### src/verilog/ues_pkg.sv
`default_nettype none
package ues_pkg;
    // device register offsets
    localparam logic [7:0] ADDR_IRQ_EN   = 8'hc2;
    localparam logic [7:0] ADDR_FIFO_RST = 8'hd5;
    localparam logic [7:0] ADDR_EP_STAT0 = 8'hc4;
    localparam logic [7:0] ADDR_EP_INT   = 8'hc7;
    // endpoint status bit positions
    localparam int BIT_TXC   = 0;
    localparam int BIT_OUTB0 = 1;
    localparam int BIT_SETUP = 2;
    localparam int BIT_IN_PACKET_READY = 4;
    localparam int NUM_EP    = 3;
    localparam logic [7:0] REG_RESET  = 8'h00;
    localparam logic [7:0] FIFO_MASK  = 8'h07;
    // write patterns: a txc, outb0 or setup bit written 0 is cleared; a ready bit written 1 is set
    localparam logic [7:0] KEEP_FLAGS = 8'h07;
    localparam logic [7:0] CLR_OUTB0  = 8'h05;
    localparam logic [7:0] CLR_TXC    = 8'h06;
    localparam logic [7:0] SET_IN_PACKET_READY  = 8'h17;
    // controller register offsets
    localparam logic [7:0] C_CMD      = 8'h00;
    localparam logic [7:0] C_STAT     = 8'h01;
    localparam logic [7:0] C_RAW_ADDR = 8'h02;
    localparam logic [7:0] C_RAW_DATA = 8'h03;
    localparam logic [7:0] C_IRQ_STAT = 8'h04;
    localparam logic [7:0] C_IRQ_CLR  = 8'h05;
    localparam logic [7:0] C_IRQ_EN   = 8'h06;
    localparam int CMD_OP_LSB = 5;
    localparam int IRQ_DEV  = 0;
    localparam int IRQ_DONE = 1;
    localparam int IRQ_INIT = 2;
    typedef enum logic [2:0] {
        OP_NONE, OP_INIT, OP_CLR_OUT, OP_ARM_IN, OP_RAW_RD, OP_RAW_WR
    } ues_op_t;

    // address of one endpoint's status register
    function automatic logic [7:0] stat_addr(input logic [1:0] ep);
        stat_addr = ADDR_EP_STAT0 + {6'h00, ep};
    endfunction : stat_addr
endpackage : ues_pkg
`default_nettype wire

### src/verilog/ues_if.sv
`timescale 1ns/100ps
`default_nettype none
interface ues_if;
    logic [7:0] sfr_addr;
    logic [7:0] sfr_wdata;
    logic       sfr_wr;
    logic       sfr_rd;
    logic [7:0] sfr_rdata;
    logic       ep_irq;
    logic       bus_rst;
    modport dev (input sfr_addr, sfr_wdata, sfr_wr, sfr_rd,
                 output sfr_rdata, ep_irq, bus_rst);
    modport fw  (output sfr_addr, sfr_wdata, sfr_wr, sfr_rd,
                 input sfr_rdata, ep_irq, bus_rst);
endinterface : ues_if
`default_nettype wire

### src/verilog/ues_dev.sv
`timescale 1ns/100ps
`default_nettype none
// Operation
// (RQ1) set out flag when bank0 packet stored
// (RQ2) nak out packets while flag set, not iso
// (RQ3) setup may overwrite fifo despite out flag
// (RQ4) firmware clears out flag after reading data
// (RQ5) iso: transmit complete when packet sent
// (RQ6) others: transmit complete after host ack
// (RQ7) flags raise interrupt only when enabled
// (RQ8) firmware clears complete before rearming ready
// (RQ9) status and fifo reset regs reset zero
// (RQ10) fifo reset bit n clears endpoint n
// (RQ11) firmware pulses fifo resets after any reset
// (RQ12) reserved fifo reset bits read zero
// (RQ13) firmware never writes reserved reset bits
// (RQ14) setup sets its flag, clears others
// (RQ15) hardware clears ready when sent or acked
// (RQ16) fifo pointer held empty during reset bit
module ues_dev #(
    parameter int PTR_W = 6
) (
    // clock and reset
    input  wire logic                    core_clk,
    input  wire logic                    rst_n,
    // register side towards the controller
    ues_if.dev                           sfr,
    // usb engine events, one-cycle pulses
    input  wire logic [1:0]              ev_ep,
    input  wire logic                    ev_out_stored,
    input  wire logic                    ev_in_sent,
    input  wire logic                    ev_in_acked,
    input  wire logic                    ev_setup,
    input  wire logic                    ev_setup_start,
    input  wire logic                    ev_byte_stored,
    input  wire logic                    usb_bus_reset,
    // endpoint types, static
    input  wire logic [2:0]              ep_iso,
    input  wire logic [2:0]              ep_ctrl,
    // outputs to the usb engine
    output var  logic [2:0]              out_nak_ff,
    output var  logic [2:0]              fifo_hold_ff,
    output var  logic [3*PTR_W-1:0]      fifo_ptr_ff
);
    localparam int N = ues_pkg::NUM_EP;

    // refuse pointer widths the counters cannot serve
    if (PTR_W < 1 || PTR_W > 16)
    begin : g_bad_ptr_w
        $error("ues_dev: PTR_W out of range");
    end

    logic [N-1:0]     txc_ff;
    logic [N-1:0]     outb0_ff;
    logic [N-1:0]     setup_ff;
    logic [N-1:0]     in_packet_ready_ff;
    logic [2:0]       irq_en_ff;
    logic [2:0]       fifo_rst_ff;
    logic [7:0]       rdata_ff;
    logic             irq_ff;
    logic             bus_rst_ff;
    logic [PTR_W-1:0] ptr_ff [N];
    logic [N-1:0]     nxt_txc;
    logic [N-1:0]     nxt_outb0;
    logic [N-1:0]     nxt_setup;
    logic [N-1:0]     nxt_in_packet_ready;
    logic [PTR_W-1:0] nxt_ptr [N];
    logic [7:0]       nxt_rdata;

    // per-endpoint event decode
    wire logic [N-1:0] sel;
    wire logic [N-1:0] hit;
    wire logic [N-1:0] in_done;
    wire logic [N-1:0] ep_int;
    genvar g;
    for (g = 0; g < N; g++)
    begin : g_dec
        assign sel[g] = (ev_ep == 2'(g));
        assign hit[g] = sfr.sfr_wr && (sfr.sfr_addr == ues_pkg::stat_addr(2'(g)));
        assign in_done[g] = sel[g] && (ep_iso[g] ? ev_in_sent : ev_in_acked); // RQ5 RQ6
        assign ep_int[g] = txc_ff[g] | outb0_ff[g] | setup_ff[g];
    end

    wire logic wr_ien = sfr.sfr_wr && (sfr.sfr_addr == ues_pkg::ADDR_IRQ_EN);
    wire logic wr_rst = sfr.sfr_wr && (sfr.sfr_addr == ues_pkg::ADDR_FIFO_RST);
    wire logic [7:0] wd = sfr.sfr_wdata;

    // flag next state; a hardware set wins over a firmware clear
    always_comb
    begin
        for (int e = 0; e < N; e++)
        begin
            nxt_txc[e]   = txc_ff[e];
            nxt_outb0[e] = outb0_ff[e];
            nxt_setup[e] = setup_ff[e];
            nxt_in_packet_ready[e] = in_packet_ready_ff[e];
            if (hit[e] && !wd[ues_pkg::BIT_TXC])
                nxt_txc[e] = 1'b0;
            if (hit[e] && !wd[ues_pkg::BIT_OUTB0])
                nxt_outb0[e] = 1'b0; // RQ4
            if (hit[e] && !wd[ues_pkg::BIT_SETUP])
                nxt_setup[e] = 1'b0;
            if (in_done[e])
            begin
                nxt_txc[e]   = 1'b1; // RQ5 RQ6
                nxt_in_packet_ready[e] = 1'b0; // RQ15
            end
            if (sel[e] && ev_out_stored)
                nxt_outb0[e] = 1'b1; // RQ1
            if (sel[e] && ev_setup)
            begin
                nxt_setup[e] = 1'b1; // RQ14
                nxt_txc[e]   = 1'b0; // RQ14
                nxt_outb0[e] = 1'b0; // RQ14
                nxt_in_packet_ready[e] = 1'b0; // RQ14
            end
            // firmware arming the next packet wins over a same-cycle clear
            if (hit[e] && wd[ues_pkg::BIT_IN_PACKET_READY])
                nxt_in_packet_ready[e] = 1'b1;
        end
    end

    // fifo write pointers; a setup may restart a full bank
    always_comb
    begin
        for (int e = 0; e < N; e++)
        begin
            nxt_ptr[e] = ptr_ff[e];
            if (fifo_rst_ff[e])
                nxt_ptr[e] = '0; // RQ16 RQ10
            else if (sel[e] && ev_setup_start && ep_ctrl[e])
                nxt_ptr[e] = '0; // RQ3
            else if (sel[e] && ev_byte_stored)
                nxt_ptr[e] = ptr_ff[e] + PTR_W'(1);
        end
    end

    // read mux; reserved bits read as zero
    always_comb
    begin
        nxt_rdata = 8'h00;
        if (sfr.sfr_rd)
        begin
            if (sfr.sfr_addr == ues_pkg::ADDR_IRQ_EN)
                nxt_rdata = {5'h00, irq_en_ff};
            else if (sfr.sfr_addr == ues_pkg::ADDR_FIFO_RST)
                nxt_rdata = {5'h00, fifo_rst_ff}; // RQ12
            else if (sfr.sfr_addr == ues_pkg::ADDR_EP_INT)
                nxt_rdata = {5'h00, ep_int};
            for (int e = 0; e < N; e++)
            begin
                if (sfr.sfr_addr == ues_pkg::stat_addr(2'(e)))
                    nxt_rdata = {3'h0, in_packet_ready_ff[e], 1'b0, setup_ff[e],
                                 outb0_ff[e], txc_ff[e]};
            end
        end
    end

    // status flags
    always_ff @(posedge core_clk)
    begin
        if (!rst_n)
        begin
            txc_ff   <= '0; // RQ9
            outb0_ff <= '0; // RQ9
            setup_ff <= '0; // RQ9
            in_packet_ready_ff <= '0; // RQ9
        end
        else
        begin
            txc_ff   <= nxt_txc;
            outb0_ff <= nxt_outb0;
            setup_ff <= nxt_setup;
            in_packet_ready_ff <= nxt_in_packet_ready;
        end
    end

    // control registers and read data
    always_ff @(posedge core_clk)
    begin
        if (!rst_n)
        begin
            irq_en_ff   <= '0;
            fifo_rst_ff <= '0; // RQ9
            rdata_ff    <= ues_pkg::REG_RESET;
            bus_rst_ff  <= 1'b0;
        end
        else
        begin
            if (wr_ien)
                irq_en_ff <= wd[2:0];
            if (wr_rst)
                fifo_rst_ff <= wd[2:0]; // RQ10
            rdata_ff   <= nxt_rdata;
            bus_rst_ff <= usb_bus_reset;
        end
    end

    // nak, hold, interrupt and pointers all registered
    always_ff @(posedge core_clk)
    begin
        if (!rst_n)
        begin
            out_nak_ff   <= '0;
            fifo_hold_ff <= '0;
            irq_ff       <= 1'b0;
            for (int e = 0; e < N; e++)
                ptr_ff[e] <= '0;
        end
        else
        begin
            out_nak_ff   <= nxt_outb0 & ~ep_iso; // RQ2
            fifo_hold_ff <= fifo_rst_ff; // RQ16
            irq_ff       <= |(ep_int & irq_en_ff); // RQ7
            for (int e = 0; e < N; e++)
                ptr_ff[e] <= nxt_ptr[e];
        end
    end

    for (g = 0; g < N; g++)
    begin : g_ptr
        assign fifo_ptr_ff[g*PTR_W +: PTR_W] = ptr_ff[g];
    end

    assign sfr.sfr_rdata = rdata_ff;
    assign sfr.ep_irq    = irq_ff;
    assign sfr.bus_rst   = bus_rst_ff;
endmodule : ues_dev
`default_nettype wire

### src/flat_wrapper.sv
// flat-port wrapper written by rule: the top's interface ports become plain ports
module ues_dev_flat 
#(
    parameter int PTR_W = 6
)
  (core_clk, rst_n, ev_ep, ev_out_stored, ev_in_sent, ev_in_acked, ev_setup, ev_setup_start, ev_byte_stored, usb_bus_reset, ep_iso, ep_ctrl, out_nak_ff, fifo_hold_ff, fifo_ptr_ff, sfr_sfr_addr, sfr_sfr_wdata, sfr_sfr_wr, sfr_sfr_rd, sfr_sfr_rdata, sfr_ep_irq, sfr_bus_rst);
  ues_if sfr_i ();
  input  wire logic core_clk;
  input  wire logic rst_n;
  input  wire logic [1:0] ev_ep;
  input  wire logic ev_out_stored;
  input  wire logic ev_in_sent;
  input  wire logic ev_in_acked;
  input  wire logic ev_setup;
  input  wire logic ev_setup_start;
  input  wire logic ev_byte_stored;
  input  wire logic usb_bus_reset;
  input  wire logic [2:0] ep_iso;
  input  wire logic [2:0] ep_ctrl;
  output var  logic [2:0] out_nak_ff;
  output var  logic [2:0] fifo_hold_ff;
  output var  logic [3*PTR_W-1:0] fifo_ptr_ff;
  input wire logic [$bits(sfr_i.sfr_addr)-1:0] sfr_sfr_addr;
  input wire logic [$bits(sfr_i.sfr_wdata)-1:0] sfr_sfr_wdata;
  input wire logic [$bits(sfr_i.sfr_wr)-1:0] sfr_sfr_wr;
  input wire logic [$bits(sfr_i.sfr_rd)-1:0] sfr_sfr_rd;
  output wire logic [$bits(sfr_i.sfr_rdata)-1:0] sfr_sfr_rdata;
  output wire logic [$bits(sfr_i.ep_irq)-1:0] sfr_ep_irq;
  output wire logic [$bits(sfr_i.bus_rst)-1:0] sfr_bus_rst;
  assign sfr_i.sfr_addr = sfr_sfr_addr;
  assign sfr_i.sfr_wdata = sfr_sfr_wdata;
  assign sfr_i.sfr_wr = sfr_sfr_wr;
  assign sfr_i.sfr_rd = sfr_sfr_rd;
  assign sfr_sfr_rdata = sfr_i.sfr_rdata;
  assign sfr_ep_irq = sfr_i.ep_irq;
  assign sfr_bus_rst = sfr_i.bus_rst;
  ues_dev #(.PTR_W(PTR_W)) u_core (.core_clk(core_clk), .rst_n(rst_n), .sfr(sfr_i), .ev_ep(ev_ep), .ev_out_stored(ev_out_stored), .ev_in_sent(ev_in_sent), .ev_in_acked(ev_in_acked), .ev_setup(ev_setup), .ev_setup_start(ev_setup_start), .ev_byte_stored(ev_byte_stored), .usb_bus_reset(usb_bus_reset), .ep_iso(ep_iso), .ep_ctrl(ep_ctrl), .out_nak_ff(out_nak_ff), .fifo_hold_ff(fifo_hold_ff), .fifo_ptr_ff(fifo_ptr_ff));
endmodule
### config.mk
export PLATFORM = sky130hd
export DESIGN_NAME = ues_dev_flat
export DESIGN_NICKNAME = d
export VERILOG_FILES = /design/src/verilog/ues_pkg.sv /design/src/verilog/ues_if.sv /design/src/verilog/ues_dev.sv /design/src/flat_wrapper.sv
export SDC_FILE = /design/constraint.sdc
export NUM_CORES = 1
export LEC_CHECK = 0
export BUFFER_PORTS_ARGS = -buffer_cell sky130_fd_sc_hd__buf_2
export CORE_ASPECT_RATIO = 0.75
export CORE_MARGIN = 4
export CORE_UTILIZATION = 27
export CTS_CLUSTER_SIZE = 16
export DETAILED_ROUTE_END_ITERATION = 8
export PLACE_DENSITY = 0.58
export SLEW_MARGIN = 5
export SYNTH_ARGS = -nofsm -noshare
export SYNTH_HDL_FRONTEND = slang
export SYNTH_SLANG_ARGS = --single-unit
### constraint.sdc
create_clock -name core_clk -period 1.6 [get_ports core_clk]
set_input_delay 0.32 -clock core_clk [delete_from_list [all_inputs] [get_ports core_clk]]
set_output_delay 0.32 -clock core_clk [all_outputs]
set_load 0.1 [all_outputs]
==> metrics.md, run 1 <==
| Metric | Value |
|---|---|
| Worst skew pair latency | `0.29 ns` |
| Min cycle time layout | `about 1.5 ns` |
| Leak | `between 1 and 1.5 nW` |
| Overall Global Routing Usage | `around an eighth` |
| Sw Share | `28.25%` |
| Hold Fails Final Rpt | `0` |
| Nets | `between 300 and 400` |
| RSZ-0062 raised after global routing | `no` |
| Synthesized area | `2250 µm²` |
| Pre-Repair DR Iteration Count | `4` |
| WL final | `6041 µm` |
| Setup bufs post-CTS | `0` |
| Delay-heaviest family, CP | `buffers and inverters` |
| Hold WC Path Type | `input port to register` |
| Grt ovf | `0` |
| Fin Hold WS | `0.1873 ns` |
| Number of synthesized flops with an enable pin | `0` |
| Share of cells above drive strength 1 | `30.46%` |
| Post-synthesis adder-cell area fraction | `1.669%` |
| Via density | `4.744` |
| Critical path data arrival time | `roughly 1.1 ns` |
| Pre-CTS setup slack | `-0.05879 ns` |
| Worst-path cell chain | `buf_2` |
| Vias in the first global route | `around 1900` |
| Post-synthesis simple-gate area fraction | `roughly a quarter` |
| Max-cap violations | `0` |
| CTS tree | `yes` |
| Initial Util | `between 20% and 30%` |
| DP Cell Count | `~420` |
| Syn_area_per_cell | `9.035 µm²` |
| # setup viols final | `0` |
| Seq pwr share | `52.7%` |
| Compound-gate portion of the synthesized area | `14.18%` |
| Clock sinks | `48` |
| Placed instance area | `2754 µm²` |
| Yosys Warn Count | `0` |
| Chip height | `87.05 µm` |
| Yosys top cell area share | `42.71%` |
| Ant diodes | `0` |
| Ys flop type | `dfxtp_1` |
| Worst Setup Path Type | `register to primary output` |
| Area of the multi-input gates | `1211 µm²` |
| Setup tns final | `0 ns` |
| Final worst setup slack | `~0.14 ns` |
| P_int | `1.680 mW` |
| WP data required | `1.28 ns` |
| Area grow syn2layout | `26.42%` |
| Final non-filler cell total | `430` |
| Ports | `69` |
| Clk pwr share | `about a third` |
| DIE AREA | `9871 µm²` |
| Slowest stage delay, CP | `0.45 ns` |
| Pwr/cell area | `823.4 nW/µm²` |
| Final Cell Area | `2844 µm²` |
| Die Span X | `113.4 µm` |
| Antenna Violating Nets Remaining | `0` |
| Top post-synthesis cells by area | `dfxtp_1, mux2i_1, nor2_1, a21oi_1, xor2_1` |
| CP max FO | `4` |
| Largest family of logic cells by synthesized area | `simple AND/OR/NAND/NOR gates` |
| Clock root buffer | `clkbuf_8` |
| Clock Tree Buf Depth | `2` |
| Run status | `complete, no violations` |
| Post-Synth XOR/XNOR Area | `between 5 and 6%` |
| Fill count | `between 800 and 900` |
| Post-synth ARST share | `0%` |
| Worst Path Buf+Inv | `1` |
| DRT iter0 DRCs | `92` |
| Largest net degree at the start of global routing | `15` |
| Critical Path Source Type | `register` |
| Core area | `7988 µm²` |
| Sequential cell area | `between 900 and 1000 µm²` |
| Via count | `2040` |
| Drt drc | `0` |
| Fraction of synthesized area in multiplexers | `5.895%` |
| Clock Pin Slew Worst Setup and Hold Paths | `0.09 ns` |
| First-pass GRT wire length | `9632 µm` |
| Sequential area share after synthesis | `between 40 and 50%` |
| Cells after Synth | `249` |
| CP endpoint kind | `primary output` |
| Yosys cell types | `48` |
| Fin crit share | `91.01%` |
| Routed len/inst | `14.05 µm` |
| Dpl hpwl | `4725 µm` |
| Area leader, netlist | `dfxtp_1` |
| Slowest CP cell | `buf_2` |
| GPL Wtd Cong | `0.8866` |
| Post-CTS sizing | `0` |
| Port buffer count | `60` |
| Sw power | `0.6616 mW` |
| Seq cells post-synth | `48` |
| Num CTS Buffers | `5` |
| Row count | `28` |
| H-tree lvl count | `2` |
| Worst clock skew | `~0.0027 ns` |
| Slew Limit Fails | `0` |
| Max Clock Freq | `686.8 MHz` |
| Initial antenna violation count | `0` |
| VDD IR max | `374.3 µV` |
| Hold Buf Count CTS | `0` |
| Combinational cell fraction of total power | `15.0%` |
-- state kept, by name (all words and copies together) (netlist names) --
name                       cells
u_core.irq_en_ff               3
u_core.ptr_ff                 18
u_core.out_nak_ff              3
u_core.sfr.bus_rst             1
u_core.fifo_rst_ff             3
u_core.fifo_hold_ff            3
u_core.in_packet_ready_ff      3
u_core.sfr.sfr_rdata           4
u_core.txc_ff                  3
u_core.outb0_ff                3
u_core.setup_ff                3
u_core.sfr.ep_irq              1
-- Yosys cell counts (4+ instances only) --
cell       n
dfxtp_1   48
mux2i_1   11
nand3_1   11
and2_1     4
nor3_1    12
buf_4      4
xnor2_1    5
nand2b_1   4
a21oi_1   15
or3_1      4
xor2_1     8
nor2_1    28
nand4_1    4
nand2_1   18
o41ai_1    4
o21ai_0    4
a211oi_1   5
nor2b_1    7
and3_1     4
-- placed cells by master, fill, tap and decap left out, types with 5 or more instances in the layout --
master and count:
nand3_1 11, dfxtp_1 39, xor2_1 8, nand2_1 18, mux2i_1 11, a211oi_1 5, buf_2 60, nor3_1 12
nor2_1 28, xnor2_1 5, a21oi_1 15, dfxtp_2 9, nor2b_1 7, buf_4 17, clkbuf_8 6
-- metrics by stage --
step | power, mW | utilization (%)
floorplan | 1.496 | -
global placement | 1.610 | 34.48
detailed placement | 1.613 | 34.48
CTS | 2.379 | 35.60
global route | 2.453 | 35.60
finish | 2.342 | 35.60
-- cell families (layout without fill, tap and decap cells) --
group                      after synthesis  count (layout)
adders and majority gates                3               3
other                                    1               4
and+or+nand+nor                        110             110
DFF                                     48              48
xor gates and xnor gates                13              13
muxes                                   13              13
buffers and inverters                   15              88
AOI/OAI and AO/OA                       46              46
-- metal layers --
metal  vias up  routed length, µm  global-route usage (%)
li1       1042                  -                       -
met1       935               3103                   17.87
met2        59               2580                   18.28
met3         4                334                   3.194
met4         0                 23                   2.402
met5         -                  0                       0
-- final timing paths --
check	start	to	depth (start not counted)	slack, ns
min	ep_iso[2]	u_core.out_nak_ff[2]$_SDFF_PN0_	2	0.19
max reg2reg	u_core.outb0_ff[0]$_SDFF_PN0_	u_core.sfr.sfr_rdata[0]$_SDFF_PN0_	3	0.25
max	u_core.ptr_ff[0][3]$_SDFFE_PP0P_	fifo_ptr_ff[3]	1	0.14
min reg2reg	u_core.ptr_ff[0][13]$_SDFFE_PP0P_	u_core.ptr_ff[0][13]$_SDFFE_PP0P_	2	0.48
-- power groups by stage --
| stage | logic [mW] | registers [mW] | clock network (mW) |
|---|---|---|---|
| after detailed placement | 0.351 | 1.26 | 0 |
| final | 0.352 | 1.23 | 0.755 |
| after floorplan | 0.174 | 1.32 | 0 |
| after global routing | 0.379 | 1.24 | 0.836 |
| after global placement | 0.349 | 1.26 | 0 |
| after CTS | 0.352 | 1.23 | 0.793 |
-- area by class of cell --
type                            instances  share of cell area [%]
Clock buffer                            8                   3.168
Timing Repair Buffer                   77                   15.05
Tap cell                              105                   4.619
Multi-Input combinational cell        189                   42.59
Sequential cell                        48                   34.18
Inverter                                3                  0.3960
No activity file was read; power rests on OpenSTA's default activity.
==> run 2: changes to the inputs <==
==> constraint.sdc (replaced) <==
create_clock -name core_clk -period 1.8 [get_ports core_clk]
set_input_delay 0.36 -clock core_clk [delete_from_list [all_inputs] [get_ports core_clk]]
set_output_delay 0.36 -clock core_clk [all_outputs]
set_load 0.1 [all_outputs]
==> metrics.md, run 2 (synthesis results as in run 1) <==
| Metric | Value |
|---|---|
| Run status | `complete, no violations (unchanged)` |
| CTS tree | `yes (unchanged)` |
| Final non-filler cell total | `423 (was 430)` |
| Setup bufs post-CTS | `0 (unchanged)` |
| Die Span X | `113.4 µm (unchanged)` |
| Critical path depth | `1 (unchanged)` |
| Reg2reg start | `u_core.outb0_ff[0]$_SDFF_PN0_ (unchanged)` |
| Hold Buf Count CTS | `0 (unchanged)` |
| Commonest non-fill, non-tap cell in the layout | `buf_2 (unchanged)` |
| Chip height | `87.05 µm (unchanged)` |
| RSZ-0062 raised after global routing | `no (unchanged)` |
| Via count | `1986 (was 2040)` |
| Leak | `1.211 nW (was 1.244 nW)` |
| Critical path startpoint | `u_core.ptr_ff[0][14]$_SDFFE_PP0P_ (was u_core.ptr_ff[0][3]$_SDFFE_PP0P_)` |
| FF-to-FF End | `u_core.sfr.sfr_rdata[0]$_SDFF_PN0_ (unchanged)` |
| Fin crit share | `a little over four fifths` |
| Clock sinks | `48 (unchanged)` |
| WL final | `5872 µm (was 6041 µm)` |
| Clock root buffer | `clkbuf_8 (unchanged)` |
| Critical path data arrival time | `1.15 ns (was 1.14 ns)` |
| Initial Util | `28.16% (unchanged)` |
| DRT iter0 DRCs | `81 (was 92)` |
| Worst clock skew | `0.008625 ns (was 0.002718 ns)` |
| Max-cap violations | `0 (unchanged)` |
| Fin Hold WS | `0.2311 ns (was 0.1873 ns)` |
| WP data required | `1.44 ns (was 1.28 ns)` |
| Vias in the first global route | `1881 (was 1948)` |
| Min cycle time layout | `around 1.5 ns` |
| Routed len/inst | `13.88 µm (was 14.05 µm)` |
| Slew Limit Fails | `0 (unchanged)` |
| Clock Tree Buf Depth | `2 (unchanged)` |
| Ant diodes | `0 (unchanged)` |
| GPL Wtd Cong | `0.8469 (was 0.8866)` |
| CP max FO | `4 (unchanged)` |
| Final worst setup slack | `0.2939 ns (was 0.1439 ns)` |
| Hold WC Path Type | `input port to register (unchanged)` |
| Hold Fails Final Rpt | `0 (unchanged)` |
| Post-CTS sizing | `0 (unchanged)` |
| Pre-CTS setup slack | `0.08131 ns (was -0.05879 ns)` |
| Worst skew pair latency | `0.29 ns (about the same)` |
| # setup viols final | `0 (unchanged)` |
| Setup tns final | `0 ns (unchanged)` |
| Share of cells above drive strength 1 | `27.99% (was 30.46%)` |
| Antenna Violating Nets Remaining | `0 (unchanged)` |
| Critical Path Source Type | `register (unchanged)` |
| Via density | `4.695 (was 4.744)` |
| Critical Path End | `fifo_ptr_ff[14] (was fifo_ptr_ff[3])` |
| Ports | `69 (unchanged)` |
| H-tree lvl count | `2 (unchanged)` |
| DP Cell Count | `415 (was 422)` |
| CP endpoint kind | `primary output (unchanged)` |
| Slowest CP cell | `buf_2 (unchanged)` |
| Largest net degree at the start of global routing | `16 (was 15)` |
| Worst Path Buf+Inv | `1 (unchanged)` |
| Grt ovf | `0 (unchanged)` |
| Overall Global Routing Usage | `11.88% (was 12.26%)` |
| Most frequent cells in the layout | `buf_2, dfxtp_1, nor2_1, nand2_1, a21oi_1 (was buf_2, dfxtp_1, nor2_1, nand2_1, buf_4)` |
| Row count | `28 (unchanged)` |
| Drt drc | `0 (unchanged)` |
| Pre-Repair DR Iteration Count | `4 (unchanged)` |
| Cells on worst reg2reg path | `3 (unchanged)` |
| First-pass GRT wire length | `9384 µm (was 9632 µm)` |
| Largest reg by FF count | `u_core.ptr_ff (unchanged)` |
| DIE AREA | `9871 µm² (unchanged)` |
| Delay-heaviest family, CP | `buffers and inverters (unchanged)` |
| Clock Pin Slew Worst Setup and Hold Paths | `0.09 ns (about the same)` |
| Slowest stage delay, CP | `0.46 ns (was 0.45 ns)` |
| Nets | `355 (was 362)` |
| Worst-path cell chain | `buf_2 (unchanged)` |
| Max Clock Freq | `about 660 MHz` |
| VDD IR max | `336.6 µV (was 374.3 µV)` |
| Post-Route Utilization | `34.90% (was 35.60%)` |
| Area grow syn2layout | `23.92% (was 26.42%)` |
| Port buffer count | `60 (unchanged)` |
| Pwr/cell area | `742.1 nW/µm² (was 823.4 nW/µm²)` |
| Dpl hpwl | `4621 µm (was 4725 µm)` |
| Core area | `7988 µm² (unchanged)` |
| Worst Setup Path Type | `register to primary output (unchanged)` |
| Num CTS Buffers | `5 (unchanged)` |
| Max reg flops | `18 (unchanged)` |
| Initial antenna violation count | `0 (unchanged)` |
| Reg2Reg Setup Slack | `0.48 ns (was 0.25 ns)` |
## run 2: changes by cell type in the layout (fill, tap and decap cells not counted), sizes merged
cell / delta
buf: -7
clkinv: +2
clkbuf: -2
## run 2: worst register-to-register path: cells and delay by family, from the launching register on
kind,cells,cell delay [ns]
and+or+nand+nor,1,0.10
AOI/OAI and AO/OA,2,0.71
DFF,1,0.41
## run 2: cell type report
cell class              count  area [µm²]
clock buffers               6       82.58
clock inverters             2       10.01
fillers                   842        5200
inverters                   3       11.26
multi-input cells         189        1211
flip-flops and latches     48       965.9
well taps                 105       131.4
repair buffers             70       375.4
## run 2: per-layer routing
| layer | wire, µm | track usage (%) | part of all wire (%) | up-vias |
|---|---|---|---|---|
| met5 | 0 | 0 | 0 | - |
| li1 | - | - | - | 1022 |
| met1 | 3044 | 17.24 | 52 | 907 |
| met4 | 14 | 1.747 | 0.24 | 0 |
| met3 | 398 | 3.611 | 6.8 | 2 |
| met2 | 2414 | 17.69 | 41 | 55 |
## run 2: metrics by stage
stage               power (mW)  area [µm²]
CTS                      2.101        2788
floorplan                1.330        2266
global route             2.165        2788
finish                   2.069        2788
detailed placement       1.423        2695
global placement         1.421        2695
## run 2: worst min path at each step
stage	slack, ns	end	from	cells after the start
after floorplan	0.43	u_core.out_nak_ff[0]$_SDFF_PN0_	ep_iso[0]	1
after global routing	0.22	u_core.out_nak_ff[0]$_SDFF_PN0_	ep_iso[0]	2
after CTS	0.22	u_core.out_nak_ff[2]$_SDFF_PN0_	ep_iso[2]	2
after global placement	0.46	u_core.ptr_ff[0][7]$_SDFFE_PP0P_	u_core.ptr_ff[0][7]$_SDFFE_PP0P_	2
final	0.23	u_core.out_nak_ff[2]$_SDFF_PN0_	ep_iso[2]	2
after detailed placement	0.47	u_core.ptr_ff[0][7]$_SDFFE_PP0P_	u_core.ptr_ff[0][7]$_SDFFE_PP0P_	2
## run 2: where the power goes
| part | leakage (nW) | internal [mW] | switching, mW |
|---|---|---|---|
| combinational | 0.770 | 0.0907 | 0.210 |
| sequential | 0.390 | 1.08 | 0.0173 |
| clock | 0.0510 | 0.308 | 0.363 |
| total | 1.21 | 1.48 | 0.590 |
